--- src/verilog/asp_regs.svh ---
`ifndef ASP_REGS_SVH
`define ASP_REGS_SVH
// register byte offsets
`define ASP_OFF_DATA 8'h00
`define ASP_OFF_STAT 8'h04
`define ASP_OFF_CTRL 8'h08
`define ASP_OFF_BAUD 8'h0c
`define ASP_OFF_IST 8'h10
`define ASP_OFF_IMSK 8'h14
`define ASP_OFF_DMA 8'h18
// control fields
`define ASP_CTL_PEN 0
`define ASP_CTL_TEN 1
`define ASP_CTL_REN 2
`define ASP_CTL_WLEN_LO 3
`define ASP_CTL_STOP2 5
`define ASP_CTL_PAR_LO 6
`define ASP_CTL_BRK 9
`define ASP_CTL_SIR 10
`define ASP_CTL_W 11
`define ASP_CTL_RST 11'h000
// parity codes
`define ASP_PAR_NONE 3'h0
`define ASP_PAR_EVEN 3'h1
`define ASP_PAR_ODD 3'h2
`define ASP_PAR_ONE 3'h3
`define ASP_PAR_ZERO 3'h4
// rx entry flags above the 8 data bits
`define ASP_RXE_FRM 8
`define ASP_RXE_PAR 9
`define ASP_RXE_BRK 10
`define ASP_RXE_OVR 11
// dma control bits
`define ASP_DMA_RXEN 0
`define ASP_DMA_TXEN 1
`define ASP_DMA_STOP 2
// interrupt width, baud reset and bit timing
`define ASP_IRQ_W 4
`define ASP_BAUD_RST 16'h0000
`define ASP_OVS_LAST 4'hf
`define ASP_HALF_BIT 4'h7
`define ASP_SIR_TICKS 4'h3
`endif

--- src/verilog/asp_pkg.sv ---
package asp_pkg;
  typedef enum logic [2:0] {TX_IDLE, TX_START, TX_DATA, TX_PAR, TX_STOP} asp_tx_st_t;
  typedef enum logic [2:0] {RX_IDLE, RX_START, RX_DATA, RX_PAR, RX_STOP, RX_BRK} asp_rx_st_t;
endpackage : asp_pkg

--- src/verilog/asp_top.sv ---
`timescale 1ns/1ps
`include "asp_regs.svh"
module asp_top import asp_pkg::*; #(
  parameter int FIFO_DEPTH = 16
) (
  input wire logic i_core_clk,
  input wire logic i_sys_rst,
  input wire logic i_psel,
  input wire logic i_penable,
  input wire logic i_pwrite,
  input wire logic [7:0] i_paddr,
  input wire logic [31:0] i_pwdata,
  output logic [31:0] o_prdata,
  output logic o_pready,
  output logic o_pslverr,
  input wire logic i_ser_in,
  input wire logic i_sir_in,
  output logic o_ser_out,
  output logic o_sir_out,
  output logic o_irq,
  output logic o_dma_rx_req,
  output logic o_dma_tx_req
);
  localparam int AW = $clog2(FIFO_DEPTH);
  localparam logic [AW:0] FULL = (AW+1)'(FIFO_DEPTH);

  logic [`ASP_CTL_W-1:0] ctrl_reg, ctrl_next;
  logic [15:0] baud_reg, baud_next, bcnt_reg, bcnt_next;
  logic [`ASP_IRQ_W-1:0] ist_reg, ist_next, imsk_reg, imsk_next;
  logic [2:0] dma_reg, dma_next;
  logic [31:0] prdata_reg, prdata_next;
  logic [11:0] rxq_reg [FIFO_DEPTH];
  logic [7:0] txq_reg [FIFO_DEPTH];
  logic [AW-1:0] txw_reg, txw_next, txr_reg, txr_next, rxw_reg, rxw_next, rxr_reg, rxr_next;
  logic [AW:0] txc_reg, txc_next, rxc_reg, rxc_next;
  asp_tx_st_t tx_st_reg, tx_st_next;
  asp_rx_st_t rx_st_reg, rx_st_next;
  logic [3:0] tx_tk_reg, tx_tk_next, rx_tk_reg, rx_tk_next, sir_reg, sir_next;
  logic [2:0] tx_bit_reg, tx_bit_next, rx_bit_reg, rx_bit_next;
  logic [7:0] tx_sh_reg, tx_sh_next, rx_sh_reg, rx_sh_next;
  logic tx_par_reg, tx_par_next, perr_reg, perr_next, rxz_reg, rxz_next;
  logic ovrp_reg, ovrp_next, ser_reg, ser_next, siro_reg, siro_next;
  logic acc, wr, rd, mapped, tick, pen, ten, ren, stop2, brk, sir, busy;
  logic [1:0] wlen;
  logic [2:0] pmode, last_bit;
  logic [7:0] dmask, rx_data;
  logic tx_push, tx_pop, tx_flush, rx_push, rx_pop, tx_line, rxl;
  logic ev_rx, ev_tx, ev_err, ev_ovr;
  logic [11:0] rx_entry;

  function automatic logic asp_par(input logic [2:0] m, input logic [7:0] d);
    unique case (m)
      `ASP_PAR_EVEN: return ^d;
      `ASP_PAR_ODD: return ~^d;
      `ASP_PAR_ONE: return 1'b1;
      default: return 1'b0;
    endcase
  endfunction : asp_par

  assign pen = ctrl_reg[`ASP_CTL_PEN];
  assign ten = ctrl_reg[`ASP_CTL_TEN];
  assign ren = ctrl_reg[`ASP_CTL_REN];
  assign wlen = ctrl_reg[`ASP_CTL_WLEN_LO +: 2];
  assign stop2 = ctrl_reg[`ASP_CTL_STOP2];
  assign pmode = ctrl_reg[`ASP_CTL_PAR_LO +: 3];
  assign brk = ctrl_reg[`ASP_CTL_BRK];
  assign sir = ctrl_reg[`ASP_CTL_SIR];
  assign last_bit = {1'b1, wlen};
  assign dmask = 8'(8'hff >> (2'd3 - wlen));
  assign rx_data = 8'(rx_sh_reg >> (2'd3 - wlen));

  // apb slave, zero wait states
  assign acc = i_psel & i_penable;
  assign wr = acc & i_pwrite;
  assign rd = acc & ~i_pwrite;
  assign mapped = i_paddr inside {`ASP_OFF_DATA, `ASP_OFF_STAT, `ASP_OFF_CTRL,
                                  `ASP_OFF_BAUD, `ASP_OFF_IST, `ASP_OFF_IMSK, `ASP_OFF_DMA};
  assign o_pready = 1'b1;
  assign o_pslverr = acc & ~mapped;
  assign o_prdata = prdata_reg;
  assign tick = (baud_reg != 16'h0000) && (bcnt_reg >= baud_reg - 16'h0001);
  assign busy = (tx_st_reg != TX_IDLE) || (txc_reg != '0);
  assign o_irq = |(ist_reg & imsk_reg);
  assign o_dma_rx_req = dma_reg[`ASP_DMA_RXEN] & (rxc_reg != '0);
  assign o_dma_tx_req = dma_reg[`ASP_DMA_TXEN] & (txc_reg != FULL);
  assign o_ser_out = ser_reg;
  assign o_sir_out = siro_reg;

  always_comb begin : reg_next
    ctrl_next = ctrl_reg;
    baud_next = baud_reg;
    imsk_next = imsk_reg;
    dma_next = dma_reg;
    prdata_next = prdata_reg;
    bcnt_next = tick ? 16'h0000 : bcnt_reg + 16'h0001;
    ist_next = ist_reg;
    if (wr && i_paddr == `ASP_OFF_CTRL) begin
      ctrl_next = i_pwdata[`ASP_CTL_W-1:0];
      if (!i_pwdata[`ASP_CTL_PEN]) begin
        ctrl_next[`ASP_CTL_TEN] = 1'b0;
        ctrl_next[`ASP_CTL_REN] = 1'b0;
      end
    end
    if (wr && i_paddr == `ASP_OFF_BAUD) baud_next = i_pwdata[15:0];
    if (wr && i_paddr == `ASP_OFF_IMSK) imsk_next = i_pwdata[`ASP_IRQ_W-1:0];
    if (wr && i_paddr == `ASP_OFF_DMA) dma_next = i_pwdata[2:0];
    if (ev_err && dma_reg[`ASP_DMA_STOP]) dma_next[`ASP_DMA_RXEN] = 1'b0;
    if (wr && i_paddr == `ASP_OFF_IST) ist_next = ist_reg & ~i_pwdata[`ASP_IRQ_W-1:0];
    ist_next = ist_next | {ev_ovr, ev_err, ev_tx, ev_rx};
    if (i_psel && !i_penable) begin
      unique case (i_paddr)
        `ASP_OFF_DATA: prdata_next = (rxc_reg != '0) ? {20'h00000, rxq_reg[rxr_reg]} : 32'h0;
        `ASP_OFF_STAT: prdata_next = {27'h0, txc_reg == '0, txc_reg == FULL,
                                      rxc_reg == FULL, rxc_reg != '0, busy};
        `ASP_OFF_CTRL: prdata_next = {21'h0, ctrl_reg};
        `ASP_OFF_BAUD: prdata_next = {16'h0000, baud_reg};
        `ASP_OFF_IST: prdata_next = {28'h0, ist_reg};
        `ASP_OFF_IMSK: prdata_next = {28'h0, imsk_reg};
        `ASP_OFF_DMA: prdata_next = {29'h0, dma_reg};
        default: prdata_next = 32'h0;
      endcase
    end
  end

  always_ff @(posedge i_core_clk or posedge i_sys_rst) begin
    if (i_sys_rst) begin
      ctrl_reg <= `ASP_CTL_RST;
      baud_reg <= `ASP_BAUD_RST;
      bcnt_reg <= 16'h0000;
      imsk_reg <= '0;
      ist_reg <= '0;
      dma_reg <= 3'h0;
      prdata_reg <= 32'h0;
    end else begin
      ctrl_reg <= ctrl_next;
      baud_reg <= baud_next;
      bcnt_reg <= bcnt_next;
      imsk_reg <= imsk_next;
      ist_reg <= ist_next;
      dma_reg <= dma_next;
      prdata_reg <= prdata_next;
    end
  end

  // queues
  assign tx_push = wr && i_paddr == `ASP_OFF_DATA && txc_reg != FULL;
  assign rx_pop = rd && i_paddr == `ASP_OFF_DATA && rxc_reg != '0;
  assign tx_flush = tx_st_reg == TX_IDLE && !(pen && ten) && txc_reg != '0;

  always_comb begin : fifo_next
    txw_next = txw_reg + AW'(tx_push);
    txr_next = txr_reg + AW'(tx_pop);
    txc_next = txc_reg + (AW+1)'(tx_push) - (AW+1)'(tx_pop);
    rxw_next = rxw_reg + AW'(rx_push);
    rxr_next = rxr_reg + AW'(rx_pop);
    rxc_next = rxc_reg + (AW+1)'(rx_push) - (AW+1)'(rx_pop);
    if (tx_flush) begin
      txr_next = txw_reg;
      txw_next = txw_reg;
      txc_next = '0;
    end
  end

  always_ff @(posedge i_core_clk or posedge i_sys_rst) begin
    if (i_sys_rst) begin
      {txw_reg, txr_reg, rxw_reg, rxr_reg} <= '0;
      txc_reg <= '0;
      rxc_reg <= '0;
    end else begin
      {txw_reg, txr_reg, rxw_reg, rxr_reg} <= {txw_next, txr_next, rxw_next, rxr_next};
      txc_reg <= txc_next;
      rxc_reg <= rxc_next;
    end
  end

  always_ff @(posedge i_core_clk) begin
    if (tx_push) txq_reg[txw_reg] <= i_pwdata[7:0];
    if (rx_push) rxq_reg[rxw_reg] <= rx_entry;
  end

  // transmitter
  always_comb begin : tx_next
    tx_st_next = tx_st_reg;
    tx_tk_next = tx_tk_reg;
    tx_bit_next = tx_bit_reg;
    tx_sh_next = tx_sh_reg;
    tx_par_next = tx_par_reg;
    tx_pop = 1'b0;
    ev_tx = 1'b0;
    tx_line = 1'b1;
    if (tx_st_reg != TX_IDLE && tick) tx_tk_next = tx_tk_reg + 4'h1;
    unique case (tx_st_reg)
      TX_IDLE: begin
        if (tick && pen && ten && txc_reg != '0) begin
          tx_pop = 1'b1;
          tx_sh_next = txq_reg[txr_reg] & dmask;
          tx_par_next = asp_par(pmode, txq_reg[txr_reg] & dmask);
          tx_st_next = TX_START;
          tx_tk_next = 4'h0;
        end
      end
      TX_START: begin
        tx_line = 1'b0;
        if (tick && tx_tk_reg == `ASP_OVS_LAST) begin
          tx_st_next = TX_DATA;
          tx_bit_next = 3'h0;
        end
      end
      TX_DATA: begin
        tx_line = tx_sh_reg[0];
        if (tick && tx_tk_reg == `ASP_OVS_LAST) begin
          tx_sh_next = {1'b0, tx_sh_reg[7:1]};
          tx_bit_next = tx_bit_reg + 3'h1;
          if (tx_bit_reg == last_bit) begin
            tx_st_next = (pmode == `ASP_PAR_NONE) ? TX_STOP : TX_PAR;
            tx_bit_next = 3'h0;
          end
        end
      end
      TX_PAR: begin
        tx_line = tx_par_reg;
        if (tick && tx_tk_reg == `ASP_OVS_LAST) tx_st_next = TX_STOP;
      end
      TX_STOP: begin
        if (tick && tx_tk_reg == `ASP_OVS_LAST) begin
          if (stop2 && tx_bit_reg == 3'h0) begin
            tx_bit_next = 3'h1;
          end else begin
            tx_st_next = TX_IDLE;
            ev_tx = 1'b1;
          end
        end
      end
    endcase
    ser_next = tx_line && !brk;
    siro_next = sir && !ser_next && tx_tk_reg < `ASP_SIR_TICKS;
  end

  always_ff @(posedge i_core_clk or posedge i_sys_rst) begin
    if (i_sys_rst) begin
      tx_st_reg <= TX_IDLE;
      tx_tk_reg <= 4'h0;
      tx_bit_reg <= 3'h0;
      tx_sh_reg <= 8'h00;
      tx_par_reg <= 1'b0;
      ser_reg <= 1'b1;
      siro_reg <= 1'b0;
    end else begin
      tx_st_reg <= tx_st_next;
      tx_tk_reg <= tx_tk_next;
      tx_bit_reg <= tx_bit_next;
      tx_sh_reg <= tx_sh_next;
      tx_par_reg <= tx_par_next;
      ser_reg <= ser_next;
      siro_reg <= siro_next;
    end
  end

  // receiver; infrared pulse stretched to one bit time
  assign rxl = sir ? (sir_reg == 4'h0) : i_ser_in;

  always_comb begin : rx_next
    rx_st_next = rx_st_reg;
    rx_tk_next = rx_tk_reg;
    rx_bit_next = rx_bit_reg;
    rx_sh_next = rx_sh_reg;
    perr_next = perr_reg;
    rxz_next = rxz_reg;
    ovrp_next = ovrp_reg;
    sir_next = sir_reg;
    rx_push = 1'b0;
    ev_rx = 1'b0;
    ev_err = 1'b0;
    ev_ovr = 1'b0;
    rx_entry = {ovrp_reg, rxz_reg && !rxl, perr_reg, !rxl, rx_data};
    if (i_sir_in) sir_next = `ASP_OVS_LAST;
    else if (tick && sir_reg != 4'h0) sir_next = sir_reg - 4'h1;
    if (rx_st_reg != RX_IDLE && tick) rx_tk_next = rx_tk_reg + 4'h1;
    unique case (rx_st_reg)
      RX_IDLE: begin
        if (tick && pen && ren && !rxl) begin
          rx_st_next = RX_START;
          rx_tk_next = 4'h0;
        end
      end
      RX_START: begin
        if (tick && rx_tk_reg == `ASP_HALF_BIT) begin
          rx_st_next = rxl ? RX_IDLE : RX_DATA;
          rx_tk_next = 4'h0;
          rx_bit_next = 3'h0;
          rxz_next = 1'b1;
          perr_next = 1'b0;
        end
      end
      RX_DATA: begin
        if (tick && rx_tk_reg == `ASP_OVS_LAST) begin
          rx_sh_next = {rxl, rx_sh_reg[7:1]};
          rxz_next = rxz_reg && !rxl;
          rx_bit_next = rx_bit_reg + 3'h1;
          if (rx_bit_reg == last_bit) rx_st_next = (pmode == `ASP_PAR_NONE) ? RX_STOP : RX_PAR;
        end
      end
      RX_PAR: begin
        if (tick && rx_tk_reg == `ASP_OVS_LAST) begin
          perr_next = rxl != asp_par(pmode, rx_data);
          rxz_next = rxz_reg && !rxl;
          rx_st_next = RX_STOP;
        end
      end
      RX_STOP: begin
        if (tick && rx_tk_reg == `ASP_OVS_LAST) begin
          ev_err = perr_reg || !rxl;
          rx_st_next = rxl ? RX_IDLE : RX_BRK;
          if (rxc_reg == FULL) begin
            ovrp_next = 1'b1;
            ev_ovr = 1'b1;
          end else begin
            rx_push = 1'b1;
            ev_rx = 1'b1;
            ovrp_next = 1'b0;
          end
        end
      end
      RX_BRK: begin
        if (rxl) rx_st_next = RX_IDLE;
      end
    endcase
  end

  always_ff @(posedge i_core_clk or posedge i_sys_rst) begin
    if (i_sys_rst) begin
      rx_st_reg <= RX_IDLE;
      rx_tk_reg <= 4'h0;
      rx_bit_reg <= 3'h0;
      rx_sh_reg <= 8'h00;
      {perr_reg, rxz_reg, ovrp_reg} <= 3'h0;
      sir_reg <= 4'h0;
    end else begin
      rx_st_reg <= rx_st_next;
      rx_tk_reg <= rx_tk_next;
      rx_bit_reg <= rx_bit_next;
      rx_sh_reg <= rx_sh_next;
      {perr_reg, rxz_reg, ovrp_reg} <= {perr_next, rxz_next, ovrp_next};
      sir_reg <= sir_next;
    end
  end
endmodule : asp_top
--- config.mk ---
export PLATFORM = sky130hd
export DESIGN_NAME = asp_top
export DESIGN_NICKNAME = d
export VERILOG_FILES = /design/src/verilog/asp_pkg.sv /design/src/verilog/asp_top.sv
export VERILOG_INCLUDE_DIRS = /design/src /design/src/verilog
export SDC_FILE = /design/constraint.sdc
export NUM_CORES = 1
export LEC_CHECK = 0
export BUFFER_PORTS_ARGS = -buffer_cell sky130_fd_sc_hd__buf_2
export CAP_MARGIN = 20
export CELL_PAD_IN_SITES_DETAIL_PLACEMENT = 0
export CELL_PAD_IN_SITES_GLOBAL_PLACEMENT = 2
export CORE_MARGIN = 3
export CORE_UTILIZATION = 25
export CTS_CLUSTER_DIAMETER = 200
export DETAILED_ROUTE_END_ITERATION = 8
export MAX_ROUTING_LAYER = met4
export PLACE_DENSITY_LB_ADDON = 0.25
export SLEW_MARGIN = 20
export SYNTH_ARGS = -nofsm -noshare
export SYNTH_HDL_FRONTEND = slang
export SYNTH_SLANG_ARGS = --single-unit
--- constraint.sdc ---
create_clock -name i_core_clk -period 11.8 [get_ports i_core_clk]
set_input_delay 1.18 -clock i_core_clk [delete_from_list [all_inputs] [get_ports i_core_clk]]
set_output_delay 1.18 -clock i_core_clk [all_outputs]
set_load 0.01 [all_outputs]
==> results of run 1 <==
[through the flow]
step	instances	worst slack, ns	total power [µW]
global placement	2437	6.64	2330
global route	2535	6.28	4100
floorplan	1374	6.72	2180
detailed placement	2437	6.62	2340
finish	2539	6.75	3920
CTS	2535	6.60	4000
[power groups by stage]
stage | clock, µW | sequential, µW | combinational [µW]
detailed placement | 0 | 1850 | 483
global route | 1760 | 1820 | 520
global placement | 0 | 1850 | 482
floorplan | 0 | 1820 | 362
CTS | 1690 | 1820 | 486
finish | 1640 | 1820 | 468
[final timing paths]
check | from | to | slack, ns | cells past startpoint
max in group asynchronous | i_sys_rst | rxr_reg[0]$_DFF_PP0_ | 9.61 | 3
hold reg to reg | o_prdata[1]$_DFFE_PP0P_ | o_prdata[1]$_DFFE_PP0P_ | 0.48 | 2
setup reg to reg | baud_reg[5]$_DFFE_PP0P_ | rxq_reg[11][8]$_DFFE_PP_ | 6.75 | 17
hold / removal | o_prdata[1]$_DFFE_PP0P_ | o_prdata[1]$_DFFE_PP0P_ | 0.48 | 2
min in group asynchronous | i_sys_rst | sir_reg[0]$_DFFE_PP0P_ | 0.77 | 2
setup / recovery | baud_reg[5]$_DFFE_PP0P_ | rxq_reg[11][8]$_DFFE_PP_ | 6.75 | 17
[worst register-to-register path, stage by stage, from the launching register on]
cell,delay [ns]
dfrtp_1,0.45
or4_4,0.57
or3_4,0.37
nor3_4,0.15
nand2b_2,0.11
nor2_1,0.09
nand2_1,0.07
xor2_1,0.16
ha_1,0.31
nand4_1,0.13
o21ai_0,0.25
a21oi_2,0.05
buf_4,0.23
nor4_1,0.40
buf_4,0.21
nand2_1,0.08
buf_4,0.24
nor3_4,0.82
[synth_stat cells, types with 3 or more instances]
master | n | area share
a31oi_1 | 4 | 0.0012
nor4_1 | 15 | 0.0046
and3_1 | 9 | 0.0028
or4_1 | 4 | 0.0015
mux2_2 | 56 | 0.031
nor2b_1 | 10 | 0.0031
a221oi_1 | 14 | 0.0060
nand3_1 | 26 | 0.0064
or3_1 | 5 | 0.0015
o31ai_1 | 3 | 0.0011
a21o_1 | 7 | 0.0026
nand3b_1 | 7 | 0.0026
a222oi_1 | 7 | 0.0034
a21oi_1 | 28 | 0.0068
o22ai_1 | 3 | 0.00092
buf_4 | 19 | 0.0070
o21ai_0 | 53 | 0.013
xnor3_1 | 3 | 0.0033
mux2i_1 | 41 | 0.020
xnor2_1 | 48 | 0.021
a22o_1 | 3 | 0.0013
nand2_1 | 97 | 0.018
nor4b_1 | 3 | 0.0013
a22oi_1 | 13 | 0.0048
ha_1 | 42 | 0.026
nor3b_1 | 3 | 0.0011
nand4_1 | 6 | 0.0018
dfrtp_1 | 141 | 0.17
nor3_2 | 3 | 0.0015
and2_1 | 7 | 0.0021
a211oi_1 | 4 | 0.0015
inv_1 | 27 | 0.0050
clkbuf_1 | 45 | 0.0083
nor3_1 | 31 | 0.0076
edfxtp_1 | 320 | 0.47
nor2_1 | 85 | 0.016
buf_2 | 7 | 0.0017
mux4_2 | 81 | 0.089
buf_1 | 7 | 0.0013
xor2_1 | 17 | 0.0073
nand2b_1 | 18 | 0.0055
[layer usage]
| metal | up-vias | GRT usage | routed length (µm) |
|---|---|---|---|
| met1 | 5930 | 0.167 | 23600 |
| met3 | 67 | 0.0182 | 1990 |
| met2 | 191 | 0.211 | 26200 |
| met5 | - | - | 0 |
| li1 | 5317 | - | - |
| met4 | 0 | 0.0305 | 1010 |
[area by class of cell]
type | count | area [µm²]
Inverter | 28 | 110
Clock inverter | 35 | 387
Multi-Input combinational cell | 805 | 7020
Fill cell | 8053 | 57000
Clock buffer | 63 | 1340
Sequential cell | 462 | 13200
Tap cell | 1060 | 1330
Timing Repair Buffer | 82 | 485
Antenna cell | 4 | 10.0
[kinds of logic (layout without fill, tap and decap cells)]
family                     count (synthesis)  after routing  share of synthesized area
and+or+nand+nor                          342            342                     0.0835
muxes                                    178            178                      0.140
AOI/OAI and AO/OA                        156            156                     0.0503
adders and majority gates                 44             44                     0.0276
DFF                                      462            462                      0.643
other                                      2             21                   0.000367
buffers and inverters                    107            208                     0.0239
xor gates and xnor gates                  68             68                     0.0311
==> summary.md, run 1 <==
| Metric | Value |
|---|---|
| Port bufs | 52 |
| Drt via density | 4.53 |
| Mean Syn Cell Area | between 15 and 20 µm² |
| Drt wl/cell | roughly 21 µm |
| CTS tree | yes |
| Crit path cell chain | or4_4 > or3_4 > nor3_4 > nand2b_2 > nor2_1 > nand2_1 > xor2_1 > ha_1 > nand4_1 > o21ai_0 > a21oi_2 > buf_4 > nor4_1 > buf_4 > nand2_1 > buf_4 > nor3_4 |
| Clock network power share | 0.417 |
| Int Pwr | roughly 2900 µW |
| Clock skew | ~0.022 ns |
| Residual DRC | 0 |
| Highest cell delay on the worst timing path | slightly above 0.8 ns |
| Seq pwr share | 0.463 |
| WP data required | 12.03 ns |
| Final #Nets | 1522 |
| Largest net degree at the start of global routing | 93 |
| First-pass GRT wire length | ~80000 µm |
| CP Class | flip-flop to flip-flop |
| Via Count | around 12000 |
| Root buffer selected by CTS | clkbuf_16 |
| Post-CTS setup buffers | 0 |
| GR Util All Layers | 0.128 |
| Vias in the first global route | 12000 |
| Post-synth top flop | edfxtp_1 |
| Crit path time final | ~5.0 ns |
| # resized after CTS | 0 |
| DRT Wirelength | ~53000 µm |
| Synth Cell Area | a little over 0.02 mm² |
| DIE AREA | between 0.08 and 0.09 mm² |
| CTS sink cnt | roughly 460 |
| Gate power share | 0.119 |
| Yosys warning total | 0 |
| Crit end category | flip-flop |
| Switching Power | slightly above 1000 µW |
| Status | complete, no violations |
| DP Wirelength | roughly 36000 µm |
| Chip Width | a little under 300 µm |
| Post-DRT Antenna Nets | 0 |
| Seq cells post-synth | around 460 |
| Slowest CP cell | nor3_4 |
| Most frequent cells in the layout | edfxtp_1 (320), dfrtp_1 (138), nand2_1 (97) |
| Site Rows | ~100 |
| Routability cong. | around 0.75 |
| Setup TNS | 0 ns |
| Pins Over Slew Limit | 0 |
| Worst VDD drop | between 0.1 and 0.15 mV |
| Clock Latency Late Sink | a little over 0.6 ns |
| DP Area | ~0.022 mm² |
| Area Growth Syn to Fin | 16.6% |
| Final setup viols | 0 |
| Die Y-Extent | ~290 µm |
| Crit Path Max Fanout | 21 |
| RSZ-0062 raised after global routing | false |
| Initial antenna violation count | 3 |
| Leading cell type in the layout, fill and taps excluded | edfxtp_1 |
| Final core utilization | 0.295 |
| Register area share after synthesis | 0.643 |
| Clock Path Buffers | 3 |
| Worst Hold Class | flip-flop to flip-flop |
| Hold buffers post-CTS | 0 |
| Post-route clock period utilization | 0.428 |
| Buf/Inv on CP | 3 |
| TritonCTS Buffers | 52 |
| Hold Violations, Final | 0 |
| F_max | ~200 MHz |
| Largest register FFs | roughly 190 |
| Grt ovf | 0 |
| Max-cap violations | 0 |
| Power Dens Cells | 164 mW/mm² |
| Htree depth | 2 |
| Delay-heaviest family, CP | simple AND/OR/NAND/NOR gates |
| EDFF count, synth | 320 |
| Static Leak | between 0.008 and 0.009 µW |
| Starting DRT DRC Count | 661 |
| Finished Cell Area | 0.0239 mm² |
| Ys async rst share | 0.307 |
| Clk slew on worst S/H paths | about 0.060 ns |
| Worst-Margin Slew | 1.06 ns |
| Core box area | 0.0808 mm² |
| Worst slew margin | 0.289 |
| Min Hold Slack | 0.484 ns |
| Crit path DAT | roughly 5.3 ns |
| Synth cell types | just over 70 |
| Critical Path Most Common Cell | buf_4 |
| I/O pin cnt | between 80 and 90 |
| Startpoint types | flip-flop |
| Switching share of power | 0.258 |
| Syn Inst Count | roughly 1400 |
| Starting Density | 0.253 |
| TritonRoute pass-1 iters | 5 |
| Layout cells sized above 1 | 0.229 |
Note: power is estimated with default switching activity, not from simulation.
==> run 2, diff against run 1 <==
--- a/config.mk
+++ b/config.mk
@@ -6,6 +6,7 @@
 export SDC_FILE = /design/constraint.sdc
 export NUM_CORES = 1
 export LEC_CHECK = 0
+export ABC_AREA = 1
 export BUFFER_PORTS_ARGS = -buffer_cell sky130_fd_sc_hd__buf_2
 export CAP_MARGIN = 20
 export CELL_PAD_IN_SITES_DETAIL_PLACEMENT = 0
==> constraint.sdc (replaced) <==
create_clock -name i_core_clk -period 4.1 [get_ports i_core_clk]
set_input_delay 0.41 -clock i_core_clk [delete_from_list [all_inputs] [get_ports i_core_clk]]
set_output_delay 0.41 -clock i_core_clk [all_outputs]
set_load 0.01 [all_outputs]
==> summary.md, run 2 <==
| Metric | Value |
|---|---|
| Highest cell delay on the worst timing path | 0.38 ns (-0.43 ns) |
| Synth Cell Area | 0.0214 mm² (+4.5%) |
| Hold Violations, Final | 0 (unchanged) |
| Htree depth | 2 (unchanged) |
| Crit Path Max Fanout | 3 (-86%) |
| Residual DRC | 0 (unchanged) |
| DP Area | 0.0236 mm² (+6.9%) |
| Clock Latency Late Sink | 0.63 ns (+0.02 ns) |
| Seq cells post-synth | 462 (unchanged) |
| Register area share after synthesis | 0.616 (-0.0276) |
| Final setup viols | 0 (unchanged) |
| Via Count | 15600 (+35%) |
| Power Dens Cells | 471 mW/mm² (+190%) |
| Post-route clock period utilization | 0.968 (+0.540) |
| Worst slew margin | 0.389 (+0.100) |
| Top post-synthesis cells by area | edfxtp_1 (45%), dfrtp_1 (17%), nand2_1 (9.7%) |
| Root buffer selected by CTS | clkbuf_16 |
| DRT Wirelength | 64100 µm (+21%) |
| Crit end category | flip-flop |
| Area share of the largest cell type after synthesis | 0.449 (-0.0202) |
| Syn Inst Count | 2190 (+61%) |
| Critical Path Most Common Cell | buf_4 |
| Clk slew on worst S/H paths | 0.06 ns (about the same) |
| Leading cell type in the layout, fill and taps excluded | nand2_1 |
| I/O pin cnt | 86 (unchanged) |
| Site Rows | 106 (+1.9%) |
| CTS tree | yes |
| Die Y-Extent | 298 µm (+2.2%) |
| Count leader, synth | nand2_1 |
| Post-synth top flop | edfxtp_1 |
| Layout cells sized above 1 | 0.141 (-0.0880) |
| Final Power | 12100 µW (+210%) |
| RSZ-0062 raised after global routing | true |
| Max-cap violations | 0 (unchanged) |
| GR Util All Layers | 0.147 (+0.0185) |
| Yosys warning total | 0 (unchanged) |
| Mean Syn Cell Area | 9.76 µm² (-35%) |
| Slowest CP cell | dfrtp_1 |
| Area Growth Syn to Fin | 20.4% |
| Setup TNS | 0 ns (unchanged) |
| Status | complete, no violations |
| Finished Cell Area | 0.0257 mm² (+7.9%) |
| CTS sink cnt | 462 (unchanged) |
| Clock skew | 0.0543 ns (+0.0325 ns) |
| Worst VDD drop | 0.394 mV (+290%) |
| Worst-Margin Slew | 0.914 ns (-0.150 ns) |
| Static Leak | 0.0106 µW (+26%) |
| Startpoint types | flip-flop |
| Routability cong. | 0.826 (+10%) |
| Grt ovf | 0 (unchanged) |
| F_max | 252 MHz (+27%) |
| Final #Nets | 2447 (+61%) |
| Ys async rst share | 0.307 (unchanged) |
| Final WS setup | 0.131 ns (-6.62 ns) |
| Pre-CTS WS | -0.227 ns (-6.85 ns) |
| Final core utilization | 0.306 (+0.0104) |
| EDFF count, synth | 320 (unchanged) |
| Starting Density | 0.254 (+0.000648) |
| CP Class | flip-flop to flip-flop |
| Chip Width | 298 µm (+2.2%) |
| Vias in the first global route | 15700 (+30%) |
| Core box area | 0.0842 mm² (+4.2%) |
| Layout fillers | 8759 (+8.8%) |
| Cell taking the most area after synthesis | edfxtp_1 |
| Ant. Diodes | 0 (-4) |
| DP Wirelength | 43800 µm (+23%) |
| Crit path time final | 3.97 ns (-1.08 ns) |
| Most frequent cells in the layout | nand2_1 (552), edfxtp_1 (320), nor2_1 (220) |
| TritonRoute pass-1 iters | 5 (unchanged) |
| TritonCTS Buffers | 55 (+5.8%) |
| Drt wl/cell | 18.1 µm (-13%) |
| Post-DRT Antenna Nets | 0 (unchanged) |
| Worst Hold Class | input pin to flip-flop |
| Pins Over Slew Limit | 0 (unchanged) |
| First-pass GRT wire length | 97800 µm (+22%) |
| Initial antenna violation count | 2 (-1) |
| Clock Path Buffers | 3 (unchanged) |
| Drt via density | 4.40 (-2.8%) |
| Port bufs | 52 (unchanged) |
| Crit path DAT | 4.51 ns (-0.76 ns) |
| Starting DRT DRC Count | 1104 (+67%) |
| Most frequent cells after synthesis | nand2_1 (555), edfxtp_1 (320), nor2_1 (224), inv_1 (223), o21ai_0 (177) |
| Largest net degree at the start of global routing | 96 (+3.2%) |
| Largest register FFs | 192 (unchanged) |
| WP data required | 4.64 ns (-7.39 ns) |
| Synth cell types | 60 (-17%) |
| DIE AREA | 0.0891 mm² (+4.4%) |
[run 2: cell types whose count changed after synthesis, moves of 15 or more]
cell,delta
a21oi_1,+38
buf_2,+15
inv_1,+196
mux2_2,-56
mux2i_1,-41
mux4_2,-81
nand2_1,+458
nand2b_1,-18
nand3_1,+123
nor2_1,+139
o21ai_0,+124
o221ai_1,+17
xnor2_1,-40
[run 2: kinds of logic after synthesis]
family	share of synthesized area
flip-flops	0.616
adder cells (fa/ha/maj)	0.0264
buffers and inverters	0.0631
XOR/XNOR	0.0143
AND/OR/NAND/NOR	0.195
other	0.000351
AO/OA/AOI/OAI	0.0850
[run 2: what timing repair did]
item | in CTS | in global routing
endpoints found under the hold margin | 31 | 0
endpoints found under the setup margin | 3 | 39
resized for setup | 23 | 27
setup buffers | 10 | 4
pin swaps | 16 | 22
hold buffers | 1 | 0
[run 2: final timing paths]
path / from / to / slack, ns / cells past startpoint
max: baud_reg[0]$_DFFE_PP0P_ / txc_reg[4]$_DFF_PP0_ / 0.13 / 33
min: i_sir_in / sir_reg[1]$_DFFE_PP0P_ / 0.06 / 3
max reg2reg: baud_reg[0]$_DFFE_PP0P_ / txc_reg[4]$_DFF_PP0_ / 0.13 / 33
min reg2reg: tx_sh_reg[4]$_DFFE_PP0P_ / tx_sh_reg[4]$_DFFE_PP0P_ / 0.48 / 2
max in group asynchronous: i_sys_rst / rx_sh_reg[5]$_DFFE_PP0P_ / 2.57 / 4
min in group asynchronous: i_sys_rst / o_prdata[9]$_DFFE_PP0P_ / 0.49 / 3
[run 2: final cells by class]
cell class | count | area, µm² | area share
clock buffer | 79 | 1540 | 0.0597
clock inverter | 23 | 268 | 0.0104
inverter | 234 | 885 | 0.0344
multi-input combinational | 1419 | 7120 | 0.277
sequential | 462 | 13200 | 0.512
tap | 1134 | 1420 | 0.0551
timing repair buffer | 184 | 1340 | 0.0521
[run 2: layer usage]
layer	wire, µm	up-vias	track usage
met5	0	-	-
met4	1230	0	0.0328
met3	2120	81	0.0200
met2	29900	230	0.233
met1	30800	7593	0.199
li1	-	7660	-
[run 2: report_power, final]
group | internal (µW) | total (µW) | switching [µW] | leakage [µW]
logic | 605 | 2080 | 1480 | 0.00523
registers | 5050 | 5170 | 126 | 0.00452
clock network | 2860 | 4860 | 2000 | 0.000875
total | 8510 | 12100 | 3600 | 0.0106
[run 2: critical path, delay by kind of cell (launching register included)]
family	cells	cell delay, ns
AOI/OAI and AO/OA	2	0.09
DFF	1	0.38
and+or+nand+nor	14	1.17
xor gates and xnor gates	2	0.27
buffers and inverters	12	1.15
adders and majority gates	3	0.80
[run 2: through the flow]
step | hold WS [ns] | instances
2_1_floorplan | 0.449 | 2205
4_1_cts | 0.0176 | 3532
6_report | 0.0589 | 3535
3_5_place_dp | 0.461 | 3419
5_1_grt | 0.0362 | 3535
3_3_place_gp | 0.462 | 3419
